[src/shared/iio_pkg.sv]
// package: register map, field positions and reset values of the isolated i/o block
package iio_pkg;
   // ----------------------------------------
   // register offsets
   // ----------------------------------------
   localparam logic [2:0] IIO_OFS_IN_LOW = 3'h0;
   localparam logic [2:0] IIO_OFS_IN_HIGH = 3'h1;
   localparam logic [2:0] IIO_OFS_RELAY_LOW = 3'h2;
   localparam logic [2:0] IIO_OFS_RELAY_HIGH = 3'h3;
   localparam logic [2:0] IIO_OFS_ZERO = 3'h4;
   localparam logic [2:0] IIO_OFS_IRQ = 3'h5;
   // ----------------------------------------
   // interrupt control/status field positions
   // ----------------------------------------
   localparam int IIO_IRQ_ENABLE_POS = 7;
   localparam int IIO_IRQ_PENDING_POS = 6;
   localparam int IIO_IRQ_SEL_HI_POS = 1;
   localparam int IIO_IRQ_SEL_LO_POS = 0;
   // ----------------------------------------
   // reset values and modes
   // ----------------------------------------
   localparam logic [7:0] IIO_RELAY_RESET = 8'h00;
   localparam logic [7:0] IIO_INPUT_IDLE = 8'hFF;
   localparam logic [1:0] IIO_MODE_RESET = 2'h0;
   localparam logic [1:0] IIO_MODE_LOW_LEVEL = 2'h0;
   localparam logic [1:0] IIO_MODE_HIGH_LEVEL = 2'h1;
   localparam logic [1:0] IIO_MODE_FALL_EDGE = 2'h2;
   localparam logic [1:0] IIO_MODE_RISE_EDGE = 2'h3;

   typedef enum logic [1:0] {
      IIO_ST_IDLE = 2'b01,
      IIO_ST_PENDING = 2'b10
   } iio_irq_state_t;

   typedef struct packed {
      logic [7:0] stage1;
      logic [7:0] stage2;
   } iio_sync_t;

   typedef struct packed {
      logic [7:0] relay_low;
      logic [7:0] relay_high;
      logic irq_enable_bit;
      logic irq_type_sel_hi;
      logic irq_type_sel_lo;
      iio_irq_state_t irq_state;
      logic src_prev;
      logic [7:0] rdata;
      logic irq;
   } iio_state_t;
endpackage

[src/rtl/iio_top.sv]
// isolated input and relay output port block with interrupt control byte
`timescale 1ns/1ps
module iio_top
   import iio_pkg::*;
(
   // clock and reset
   input wire logic clk_i,
   input wire logic reset_n_i,
   // host byte port
   input wire logic [2:0] addr_i,
   input wire logic rd_i,
   input wire logic wr_i,
   input wire logic [7:0] wdata_i,
   output logic [7:0] rdata_o,
   output logic irq_o,
   // isolator outputs, low when voltage applied
   input wire logic [7:0] iso_low_i,
   input wire logic [7:0] iso_high_i,
   // relay coil drive, high closes relay
   output logic [7:0] relay_low_o,
   output logic [7:0] relay_high_o
);
   // ----------------------------------------
   // input synchronisers
   // ----------------------------------------
   logic [7:0] in_low;
   logic [7:0] in_high;

   iio_sync u_sync_low (
      .clk_i(clk_i),
      .reset_n_i(reset_n_i),
      .async_i(iso_low_i),
      .sync_o(in_low)
   );

   iio_sync u_sync_high (
      .clk_i(clk_i),
      .reset_n_i(reset_n_i),
      .async_i(iso_high_i),
      .sync_o(in_high)
   );

   // ----------------------------------------
   // state registers
   // ----------------------------------------
   iio_state_t r;
   iio_state_t next_r;

   // ----------------------------------------
   // access decode
   // ----------------------------------------
   // unmapped offsets match no strobe; a read there still loads zero into the read data
   // read strobes
   logic rd_in_low;
   logic rd_in_high;
   logic rd_relay_low;
   logic rd_relay_high;
   logic rd_zero;
   logic rd_irq;
   // write strobes
   logic wr_relay_low;
   logic wr_relay_high;
   logic wr_irq;

   assign rd_in_low = rd_i && (addr_i == IIO_OFS_IN_LOW);
   assign rd_in_high = rd_i && (addr_i == IIO_OFS_IN_HIGH);
   assign rd_relay_low = rd_i && (addr_i == IIO_OFS_RELAY_LOW);
   assign rd_relay_high = rd_i && (addr_i == IIO_OFS_RELAY_HIGH);
   assign rd_zero = rd_i && (addr_i == IIO_OFS_ZERO);
   assign rd_irq = rd_i && (addr_i == IIO_OFS_IRQ);
   assign wr_relay_low = wr_i && (addr_i == IIO_OFS_RELAY_LOW);
   assign wr_relay_high = wr_i && (addr_i == IIO_OFS_RELAY_HIGH);
   assign wr_irq = wr_i && (addr_i == IIO_OFS_IRQ);

   // ----------------------------------------
   // interrupt event terms
   // ----------------------------------------
   logic src;
   logic [1:0] mode;
   logic hit;
   logic pending;
   logic level_mode;
   logic set_evt;
   logic clr_read;
   logic clr_level;
   logic clr_off;

   // edges need the previous synchronised sample, never the raw pin
   // prev resets high, matching the idle input, so no false edge follows reset
   function automatic logic event_hit(input logic [1:0] sel, input logic prev, input logic now);
      logic result;
      result = 1'b0;
      case (sel)
         IIO_MODE_LOW_LEVEL: result = !now;
         IIO_MODE_HIGH_LEVEL: result = now;
         IIO_MODE_FALL_EDGE: result = prev && !now;
         IIO_MODE_RISE_EDGE: result = !prev && now;
         default: result = 1'b0;
      endcase
      return result;
   endfunction

   assign src = in_low[0];
   assign mode = {r.irq_type_sel_hi, r.irq_type_sel_lo};
   assign hit = event_hit(mode, r.src_prev, src);
   assign pending = (r.irq_state == IIO_ST_PENDING);
   assign level_mode = !r.irq_type_sel_hi;
   assign set_evt = hit && r.irq_enable_bit;
   // set wins over the read clear; a held level keeps pending through the read
   assign clr_read = rd_irq && !hit;
   assign clr_level = level_mode && !hit;
   // dropping the enable also drops what is pending
   assign clr_off = !r.irq_enable_bit;

   // ----------------------------------------
   // next state
   // ----------------------------------------
   logic [7:0] irq_byte;

   // one copy of the state is filled here and registered below
   always_comb begin
      next_r = r;
      // unused bits of the irq byte read as zero
      irq_byte = 8'h00;
      irq_byte[IIO_IRQ_ENABLE_POS] = r.irq_enable_bit;
      irq_byte[IIO_IRQ_PENDING_POS] = pending;
      irq_byte[IIO_IRQ_SEL_HI_POS] = r.irq_type_sel_hi;
      irq_byte[IIO_IRQ_SEL_LO_POS] = r.irq_type_sel_lo;
      next_r.src_prev = src;
      // read data, registered one cycle after the strobe, held otherwise
      if (rd_in_low) begin
         next_r.rdata = in_low;
      end else if (rd_in_high) begin
         next_r.rdata = in_high;
      end else if (rd_relay_low) begin
         next_r.rdata = ~r.relay_low;
      end else if (rd_relay_high) begin
         next_r.rdata = ~r.relay_high;
      end else if (rd_irq) begin
         next_r.rdata = irq_byte;
      end else if (rd_zero) begin
         next_r.rdata = 8'h00;
      end else if (rd_i) begin
         next_r.rdata = 8'h00;
      end
      // relays hold their drive until written; reads never move them
      if (wr_relay_low) begin
         next_r.relay_low = wdata_i;
      end
      if (wr_relay_high) begin
         next_r.relay_high = wdata_i;
      end
      if (wr_irq) begin
         next_r.irq_enable_bit = wdata_i[IIO_IRQ_ENABLE_POS];
         next_r.irq_type_sel_hi = wdata_i[IIO_IRQ_SEL_HI_POS];
         next_r.irq_type_sel_lo = wdata_i[IIO_IRQ_SEL_LO_POS];
      end
      // pending holds until one of its clear terms fires
      case (r.irq_state)
         IIO_ST_IDLE: begin
            if (set_evt) begin
               next_r.irq_state = IIO_ST_PENDING;
            end
         end
         IIO_ST_PENDING: begin
            if (clr_off) begin
               next_r.irq_state = IIO_ST_IDLE;
            end else if (clr_read) begin
               next_r.irq_state = IIO_ST_IDLE;
            end else if (clr_level) begin
               next_r.irq_state = IIO_ST_IDLE;
            end
         end
         default: begin
            next_r.irq_state = IIO_ST_IDLE;
         end
      endcase
      next_r.irq = (next_r.irq_state == IIO_ST_PENDING);
   end

   always_ff @(posedge clk_i or negedge reset_n_i) begin
      if (!reset_n_i) begin
         r.relay_low <= IIO_RELAY_RESET;
         r.relay_high <= IIO_RELAY_RESET;
         r.irq_enable_bit <= 1'b0;
         r.irq_type_sel_hi <= IIO_MODE_RESET[1];
         r.irq_type_sel_lo <= IIO_MODE_RESET[0];
         r.irq_state <= IIO_ST_IDLE;
         r.src_prev <= 1'b1;
         r.rdata <= 8'h00;
         r.irq <= 1'b0;
      end else begin
         r <= next_r;
      end
   end

   // ----------------------------------------
   // outputs straight from flops
   // ----------------------------------------
   assign rdata_o = r.rdata;
   assign irq_o = r.irq;
   assign relay_low_o = r.relay_low;
   assign relay_high_o = r.relay_high;
endmodule

[src/rtl/iio_sync.sv]
// two-flop synchroniser for one isolated input byte
`timescale 1ns/1ps
module iio_sync
   import iio_pkg::*;
(
   // clock and reset
   input wire logic clk_i,
   input wire logic reset_n_i,
   // data
   input wire logic [7:0] async_i,
   output logic [7:0] sync_o
);
   iio_sync_t r;
   iio_sync_t next_r;

   always_comb begin
      next_r = r;
      next_r.stage1 = async_i;
      next_r.stage2 = r.stage1;
   end

   // idle level so no spurious level irq right after reset
   always_ff @(posedge clk_i or negedge reset_n_i) begin
      if (!reset_n_i) begin
         r <= {IIO_INPUT_IDLE, IIO_INPUT_IDLE};
      end else begin
         r <= next_r;
      end
   end

   assign sync_o = r.stage2;
endmodule

[config.mk]
export PLATFORM = sky130hd
export DESIGN_NAME = iio_top
export DESIGN_NICKNAME = d
export VERILOG_FILES = /design/src/shared/iio_pkg.sv /design/src/rtl/iio_top.sv /design/src/rtl/iio_sync.sv
export SDC_FILE = /design/constraint.sdc
export NUM_CORES = 1
export LEC_CHECK = 0
export ABC_AREA = 1
export BUFFER_PORTS_ARGS = -buffer_cell sky130_fd_sc_hd__buf_2
export CAP_MARGIN = 30
export CORE_ASPECT_RATIO = 1.2
export CORE_UTILIZATION = 50
export CTS_CLUSTER_DIAMETER = 80
export DETAILED_ROUTE_END_ITERATION = 16
export PLACE_DENSITY_LB_ADDON = 0.25
export SLEW_MARGIN = 0
export SYNTH_ARGS = -nofsm -noshare
export SYNTH_HDL_FRONTEND = slang
export SYNTH_SLANG_ARGS = --single-unit
[constraint.sdc]
create_clock -name clk_i -period 1.5 [get_ports clk_i]
set_input_delay 0.3 -clock clk_i [delete_from_list [all_inputs] [get_ports clk_i]]
set_output_delay 0.3 -clock clk_i [all_outputs]
set_load 0.01 [all_outputs]
==> parameters.txt, run 1 <==
Parameter                              Value

STA
  Worst max-slew margin expressed relative to the limit    about four fifths
  Final critical-path share of the clock period    88.3%
  Worst-Margin Slew    ~0.32 ns
  Final min period    around 1.3 ns
  RSZ-0062 raised after global routing    no
  Hold Violations, Final    0
  Setup clock skew after layout    about 0.011 ns
  Maximum operating frequency    0.755 GHz
  Number of setup violations in the final report    0
  Number of pins exceeding their max-slew limit in the final report    0
  Final total negative setup slack    0 ns

Floorplanning
  Area of the placeable core    5010 um2
  I/O pin total    56
  Die extent in x    68.3 um
  Starting utilization of the core area    a little over half
  Number of placement rows    28
  Die area    around 5600 um2
  Die Span Y    81.5 um

GRT
  Maximum number of pins on one net before global-route repair    between 60 and 70
  Total congestion overflow after global routing    0
  Global-route wire length before repair    between 7000 and 8000 um
  Initial antenna violation count    0
  Vias in the first global route    about 1600
  Overall fraction of global-route tracks in use    between 10% and 20%

Detailed routing
  Routed length per instance    between 10 and 15 um
  Routed vias/inst    ~4.7
  Number of iterations in the first detailed-routing pass    5
  Number of DRC markers after the initial detailed-route iteration    between 70 and 80
  Total via count after detailed routing    1664
  Post-route DRC violation count    0
  ANT nets after route    0
  Total wire length    roughly 4700 um

Synthesis
  Syn nets    between 200 and 300
  Combinational family with the most area after synthesis    simple AND/OR/NAND/NOR gates
  Fraction of the mapped netlist area in compound gates    between 3 and 4%
  Synthesis-stage register bit count    63
  Post-synthesis share of cell area spent on full adders, half adders and majority gates    0.950%
  Xor and xnor fraction of the mapped netlist area    0%
  Yosys warning total    0
  Number of cells produced by synthesis    251
  Mean area per synthesized cell    10.5 um2
  Share of synthesized area spent on multiplexers    0%
  Fraction of the mapped netlist area in simple logic gates    21.6%
  Share of synthesized area occupied by flip-flops and latches    61.5%
  Number of unique standard cell types used by synthesis    24
  Netlist area before placement    ~2600 um2

Worst setup path
  Setup slack of the most critical reg-to-reg path    0.18 ns
  Arrival time reported for the critical path endpoint    around 1.5 ns
  Worst reg2reg startpoint    r[10]
  Kind of end point of the critical path    flip-flop
  Crit path required time    between 1.5 and 2 ns
  Max Fanout on Critical Path    3
  Worst reg2reg endpoint    rdata_o[6]
  Path depth of the worst reg2reg path    6
  Classification of the worst setup path    flip-flop to flip-flop
  Nature of the critical path startpoint    flip-flop

Clocking
  Buffer type at the clock tree root    sky130_fd_sc_hd__clkbuf_8
  CTS tree    yes
  TritonCTS buffer count    9
  PostCTS Resize Cnt    0
  Clock-pin slew on the worst setup and hold paths    around 0.070 ns
  Clk sink count    63
  Max Root-Sink Buffers    2
  Insertion delay of the later-clocked pin in the worst-skew pair    approximately 0.33 ns
  Htree depth    3

Power and ir drop
  Worst IR drop on VDD    ~0.0010 V
  Power per Cell Area    ~1400 nW/um2
  Total power    ~0.0040 W
  Static Leak    1.48 nW

Layout
  Net count of the finished layout    about 320
  Layout cell share with drive strength beyond 1    roughly two fifths
  Register area    ~1600 um2
  Antenna diodes    0
  Final-layout fill cell count    approximately 430
  Syn-to-layout area delta    13.0%
  Area used by multi-input combinational logic    a little under 700 um2

Placed design
  Routability-driven placement congestion ratio    0.824
  DPL Wire Length    3420 um
  Count of input and output buffers    55

Status
  Status    finished, final reports clean

Worst hold path
  Path category of the worst min-delay check    input port to flip-flop
  Hold-critical path endpoint    u_sync_low.next_r[0]
  Worst hold path depth    1
  Source of the worst hold timing path    iso_low_i[0]

Run
  MaxCap Viol Count    0
synthesized netlist by cell type:
master                      n  area, um2
sky130_fd_sc_hd__buf_4     25        188
sky130_fd_sc_hd__buf_6      3       33.8
sky130_fd_sc_hd__dfrtp_1   29        726
sky130_fd_sc_hd__dfstp_2   34        893
sky130_fd_sc_hd__ha_1       2       25.0
sky130_fd_sc_hd__inv_1     23       86.3
sky130_fd_sc_hd__inv_2      3       11.3
sky130_fd_sc_hd__nand2_1   62        233
sky130_fd_sc_hd__nand2_2    4       25.0
sky130_fd_sc_hd__nand3_1    4       20.0
sky130_fd_sc_hd__nand3_4    3       52.6
sky130_fd_sc_hd__nand3b_1   1       7.51
sky130_fd_sc_hd__nand4_1    6       37.5
sky130_fd_sc_hd__nand4_2    1       12.5
sky130_fd_sc_hd__nor2_1    13       48.8
sky130_fd_sc_hd__nor2_2     1       6.26
sky130_fd_sc_hd__nor2_4     1       11.3
sky130_fd_sc_hd__nor2_8     1       20.0
sky130_fd_sc_hd__nor3_1    11       55.1
sky130_fd_sc_hd__nor3_4     1       16.3
sky130_fd_sc_hd__nor3b_1    3       22.5
sky130_fd_sc_hd__o211ai_1   1       7.51
sky130_fd_sc_hd__o21ai_0    3       15.0
sky130_fd_sc_hd__o21ai_1   16       80.1
per-stage QoR:
stage	hold slack (ns)	setup slack [ns]	area [um2]	util [%]	cells
final	0.0665	0.176	2980	59.4	356
after CTS	0.0467	0.171	2980	59.4	356
after global routing	0.0387	0.0753	2980	59.4	356
after floorplan	0.00441	0.256	2630	-	251
after detailed placement	0.330	0.0922	2780	55.5	339
after global placement	0.332	0.138	2780	55.5	339
cells in the final DEF, fill, tap and decap left out, types with 4 or more instances in the layout:
master / n
sky130_fd_sc_hd__nor3_1: 11
sky130_fd_sc_hd__nand3_1: 4
sky130_fd_sc_hd__dfstp_2: 34
sky130_fd_sc_hd__inv_1: 23
sky130_fd_sc_hd__nand2_1: 62
sky130_fd_sc_hd__dfrtp_1: 29
sky130_fd_sc_hd__nand4_1: 6
sky130_fd_sc_hd__buf_2: 55
sky130_fd_sc_hd__nand2_2: 4
sky130_fd_sc_hd__nor2_1: 13
sky130_fd_sc_hd__o21ai_1: 16
sky130_fd_sc_hd__clkbuf_8: 11
sequential cells by signal, summed over array words and instances, names as in the netlist:
register,count
u_sync_high.sync_o,8
r,3
relay_high_o,8
irq_byte,3
rdata_o,8
u_sync_high.next_r,8
irq_o,1
relay_low_o,8
u_sync_low.sync_o,8
u_sync_low.next_r,8
worst max-delay path, stage by stage, from the launching register on:
cell	delay, ns
sky130_fd_sc_hd__dfstp_2	0.55
sky130_fd_sc_hd__inv_1	0.05
sky130_fd_sc_hd__ha_1	0.21
sky130_fd_sc_hd__inv_1	0.07
sky130_fd_sc_hd__nor2_1	0.04
sky130_fd_sc_hd__nor3_1	0.18
sky130_fd_sc_hd__nand4_1	0.09
where the power goes:
group          internal (W)  total, W  switching (W)  leakage [nW]
Combinational      0.000257  0.000624       0.000367         0.664
Clock              0.000684   0.00132       0.000634        0.0917
Sequential          0.00194   0.00209       0.000148         0.726
what timing repair did:
action                    CTS  global route
buffers inserted            0             0
hold buffers                1             0
hold endpoints to repair   29             0
layer usage:
| metal | vias up | track usage, % | share of wire, % |
|---|---|---|---|
| met5 | - | 0 | 0 |
| li1 | 855 | - | - |
| met3 | 6 | 5.83 | 3.1 |
| met2 | 40 | 31.5 | 53 |
| met4 | 0 | 9.79 | 1.7 |
| met1 | 763 | 23.6 | 42 |
final cells by class:
type / count / area share [%]
clock buffer: 11 / 5.09
clock inverter: 5 / 1.05
inverter: 26 / 3.28
multi-input combinational: 134 / 23.4
sequential: 63 / 54.4
tap: 60 / 2.52
timing repair buffer: 57 / 10.3
worst max path at each step:
stage | startpoint | end | slack (ns) | cells past startpoint
3_5_place_dp | addr_i[0] | rdata_o[2] | 0.09 | 6
6_report | r[10] | rdata_o[6] | 0.18 | 6
2_1_floorplan | r[10] | rdata_o[6] | 0.26 | 6
4_1_cts | r[10] | rdata_o[6] | 0.17 | 6
5_1_grt | r[10] | rdata_o[6] | 0.08 | 6
3_3_place_gp | addr_i[0] | rdata_o[2] | 0.14 | 6
cells by family (layout without fill, tap and decap cells):
logic type / Yosys count / count (layout)
compound gates: 20 / 20
fa+ha+maj: 2 / 2
buf+inv: 54 / 99
flops: 63 / 63
simple gates: 112 / 112
Power figures use the tool's default switching activity.
==> inputs of run 2 (changes only) <==
--- a/config.mk
+++ b/config.mk
@@ -12,7 +12,8 @@
 export CORE_UTILIZATION = 50
 export CTS_CLUSTER_DIAMETER = 80
 export DETAILED_ROUTE_END_ITERATION = 16
-export PLACE_DENSITY_LB_ADDON = 0.25
+export GPL_ROUTABILITY_DRIVEN = 0
+export PLACE_DENSITY = 0.71
 export SLEW_MARGIN = 0
 export SYNTH_ARGS = -nofsm -noshare
 export SYNTH_HDL_FRONTEND = slang
==> run 2 against run 1 <==
Against the previous run: wire length rose by 0.11%; via count increased by 4.1%; total power increased by 2.7%; cell area rose by 0.50%; die area stayed put; critical path depth is the same; register-to-register slack barely moved; non-clock buffer count increased by 1; global-route usage is 0.42 points higher; clock power is 8% higher; clock skew shrank 0.0021 ns; utilization rose by 0.30 points; largest power group unchanged.
==> parameters.txt, run 2 (same netlist as run 1, synthesis figures left out) <==
Parameter                              Value

Layout
  Most frequent standard cell in the layout excluding fill and tap cells    sky130_fd_sc_hd__nand2_1
  Most frequent cells in the layout    sky130_fd_sc_hd__nand2_1, sky130_fd_sc_hd__buf_2, sky130_fd_sc_hd__dfstp_2
  Net count of the finished layout    325 (+0.31%)
  Number of standard cells in the layout, taps in and fillers out    357 (+0.28%)
  Antenna diodes    0 (unchanged)
  Syn-to-layout area delta    13.5%
  Layout cell share with drive strength beyond 1    40.4% (-0.47 points)

Detailed routing
  Number of DRC markers after the initial detailed-route iteration    130 (+65%)
  Routed length per instance    13.2 um (-0.17%)
  Routed vias/inst    4.85 (+3.9%)
  ANT nets after route    0 (unchanged)
  Post-route DRC violation count    0 (unchanged)
  Number of iterations in the first detailed-routing pass    4 (-1)
  Total via count after detailed routing    1733 (+4.1%)
  Total wire length    4710 um (+0.11%)

GRT
  Overall fraction of global-route tracks in use    20.0% (+0.42 points)
  Total congestion overflow after global routing    0 (unchanged)
  Vias in the first global route    1631 (+0.68%)
  Initial antenna violation count    0 (unchanged)
  Maximum number of pins on one net before global-route repair    64 (unchanged)
  Global-route wire length before repair    7660 um (+1.6%)

Worst setup path
  CP delay by family, top    flip-flops
  Kind of end point of the critical path    flip-flop
  Largest stage delay on the critical path    0.54 ns (about the same)
  Nature of the critical path startpoint    flip-flop
  Cell Chain, Critical Path    inv_1 > ha_1 > inv_1 > nor2_1 > nor3_1 > nand4_1
  Classification of the worst setup path    flip-flop to flip-flop
  Slowest cell on the critical path    sky130_fd_sc_hd__dfstp_2
  Max Fanout on Critical Path    3 (unchanged)
  Setup slack of the most critical reg-to-reg path    0.18 ns (about the same)
  Bufs and invs on worst path    2 (unchanged)
  Arrival time reported for the critical path endpoint    1.53 ns (about the same)
  Crit-path most repeated cell    sky130_fd_sc_hd__inv_1
  Crit path required time    1.71 ns (about the same)

Clocking
  Insertion delay of the later-clocked pin in the worst-skew pair    0.34 ns (about the same)
  CTS tree    yes
  TritonCTS buffer count    9 (unchanged)
  Clk sink count    63 (unchanged)
  Postcts setup bufs    0 (unchanged)
  Buffer type at the clock tree root    sky130_fd_sc_hd__clkbuf_8
  Max Root-Sink Buffers    2 (unchanged)
  Clock-pin slew on the worst setup and hold paths    0.07 ns (about the same)
  Htree depth    3 (unchanged)

Floorplanning
  Number of placement rows    28 (unchanged)
  Die Span Y    81.5 um (unchanged)
  Area of the placeable core    5010 um2 (unchanged)
  I/O pin total    56 (unchanged)
  Starting utilization of the core area    52.6% (unchanged)
  Die area    5560 um2 (unchanged)
  Die extent in x    68.3 um (unchanged)

Status
  Status    finished, final reports clean

STA
  Maximum operating frequency    0.758 GHz (+0.44%)
  Worst max-slew margin expressed relative to the limit    75.8% (-2.8 points)
  Number of setup violations in the final report    0 (unchanged)
  Setup clock skew after layout    0.00838 ns (-0.00213 ns)
  Final critical-path share of the clock period    87.9% (-0.38 points)
  Final min period    1.32 ns (-0.00577 ns)
  RSZ-0062 raised after global routing    no
  Number of pins exceeding their max-slew limit in the final report    0 (unchanged)
  Hold Slack    0.0570 ns (-0.00953 ns)
  Hold Violations, Final    0 (unchanged)
  Final total negative setup slack    0 ns (unchanged)
  Worst-Margin Slew    0.362 ns (+0.0423 ns)

Power and ir drop
  Total power    0.00414 W (+2.7%)
  Power per Cell Area    1380 nW/um2 (+2.2%)
  Static Leak    1.50 nW (+0.90%)
  Worst IR drop on VDD    0.000752 V (-28%)

Placed design
  Count of input and output buffers    55 (unchanged)
  DPL Wire Length    3380 um (-1.3%)
  Placed cells    340 (+0.29%)

Run
  MaxCap Viol Count    0 (unchanged)

Worst hold path
  Path category of the worst min-delay check    input port to flip-flop
## run 2: final timing paths
| check | from | to | cells after the start |
|---|---|---|---|
| max | r[10] | rdata_o[6] | 6 |
| min | iso_high_i[5] | u_sync_high.next_r[5] | 1 |
| max reg2reg | r[10] | rdata_o[6] | 6 |
| min reg2reg | u_sync_low.next_r[7] | u_sync_low.sync_o[7] | 0 |
| max in group asynchronous | reset_n_i | u_sync_high.sync_o[2] | 3 |
| min in group asynchronous | reset_n_i | rdata_o[4] | 3 |
## run 2: area by class of cell
cell class	count	area, um2
Multi-Input combinational cell	134	696
Clock inverter	4	45.0
Inverter	26	97.6
Fill cell	419	2020
Clock buffer	12	145
Tap cell	60	75.1
Timing Repair Buffer	58	313
Sequential cell	63	1620
## run 2: timing repair
item | 4_1_cts | 5_1_grt
hold buffers | 1 | 0
hold endpoints to repair | 29 | 0
resized for setup | 0 | 0
## run 2: metrics by stage
stage          cell area (um2)  utilization (%)  setup WS, ns
2_1_floorplan             2630                -         0.256
3_3_place_gp              2790             55.7         0.155
3_5_place_dp              2790             55.7         0.150
4_1_cts                   2990             59.7         0.165
5_1_grt                   2990             59.7        0.0776
6_report                  2990             59.7         0.181
## run 2: power by group
group	switching, W	internal (W)
Clock	0.000619	0.000805
Combinational	0.000367	0.000257
Sequential	0.000152	0.00194
Total	0.00114	0.00300
## run 2: layer usage
| metal | global-route usage, % | part of all wire (%) |
|---|---|---|
| met3 | 4.58 | 3.8 |
| met5 | 0 | 0 |
| met1 | 25.6 | 43 |
| met2 | 30.1 | 51 |
| met4 | 13.1 | 2.1 |
## run 2: worst register-to-register path, stage by stage, from the launching register on
cell and delay [ns]:
sky130_fd_sc_hd__dfstp_2 0.54, sky130_fd_sc_hd__inv_1 0.04, sky130_fd_sc_hd__ha_1 0.21, sky130_fd_sc_hd__inv_1 0.08
sky130_fd_sc_hd__nor2_1 0.05, sky130_fd_sc_hd__nor3_1 0.19, sky130_fd_sc_hd__nand4_1 0.09
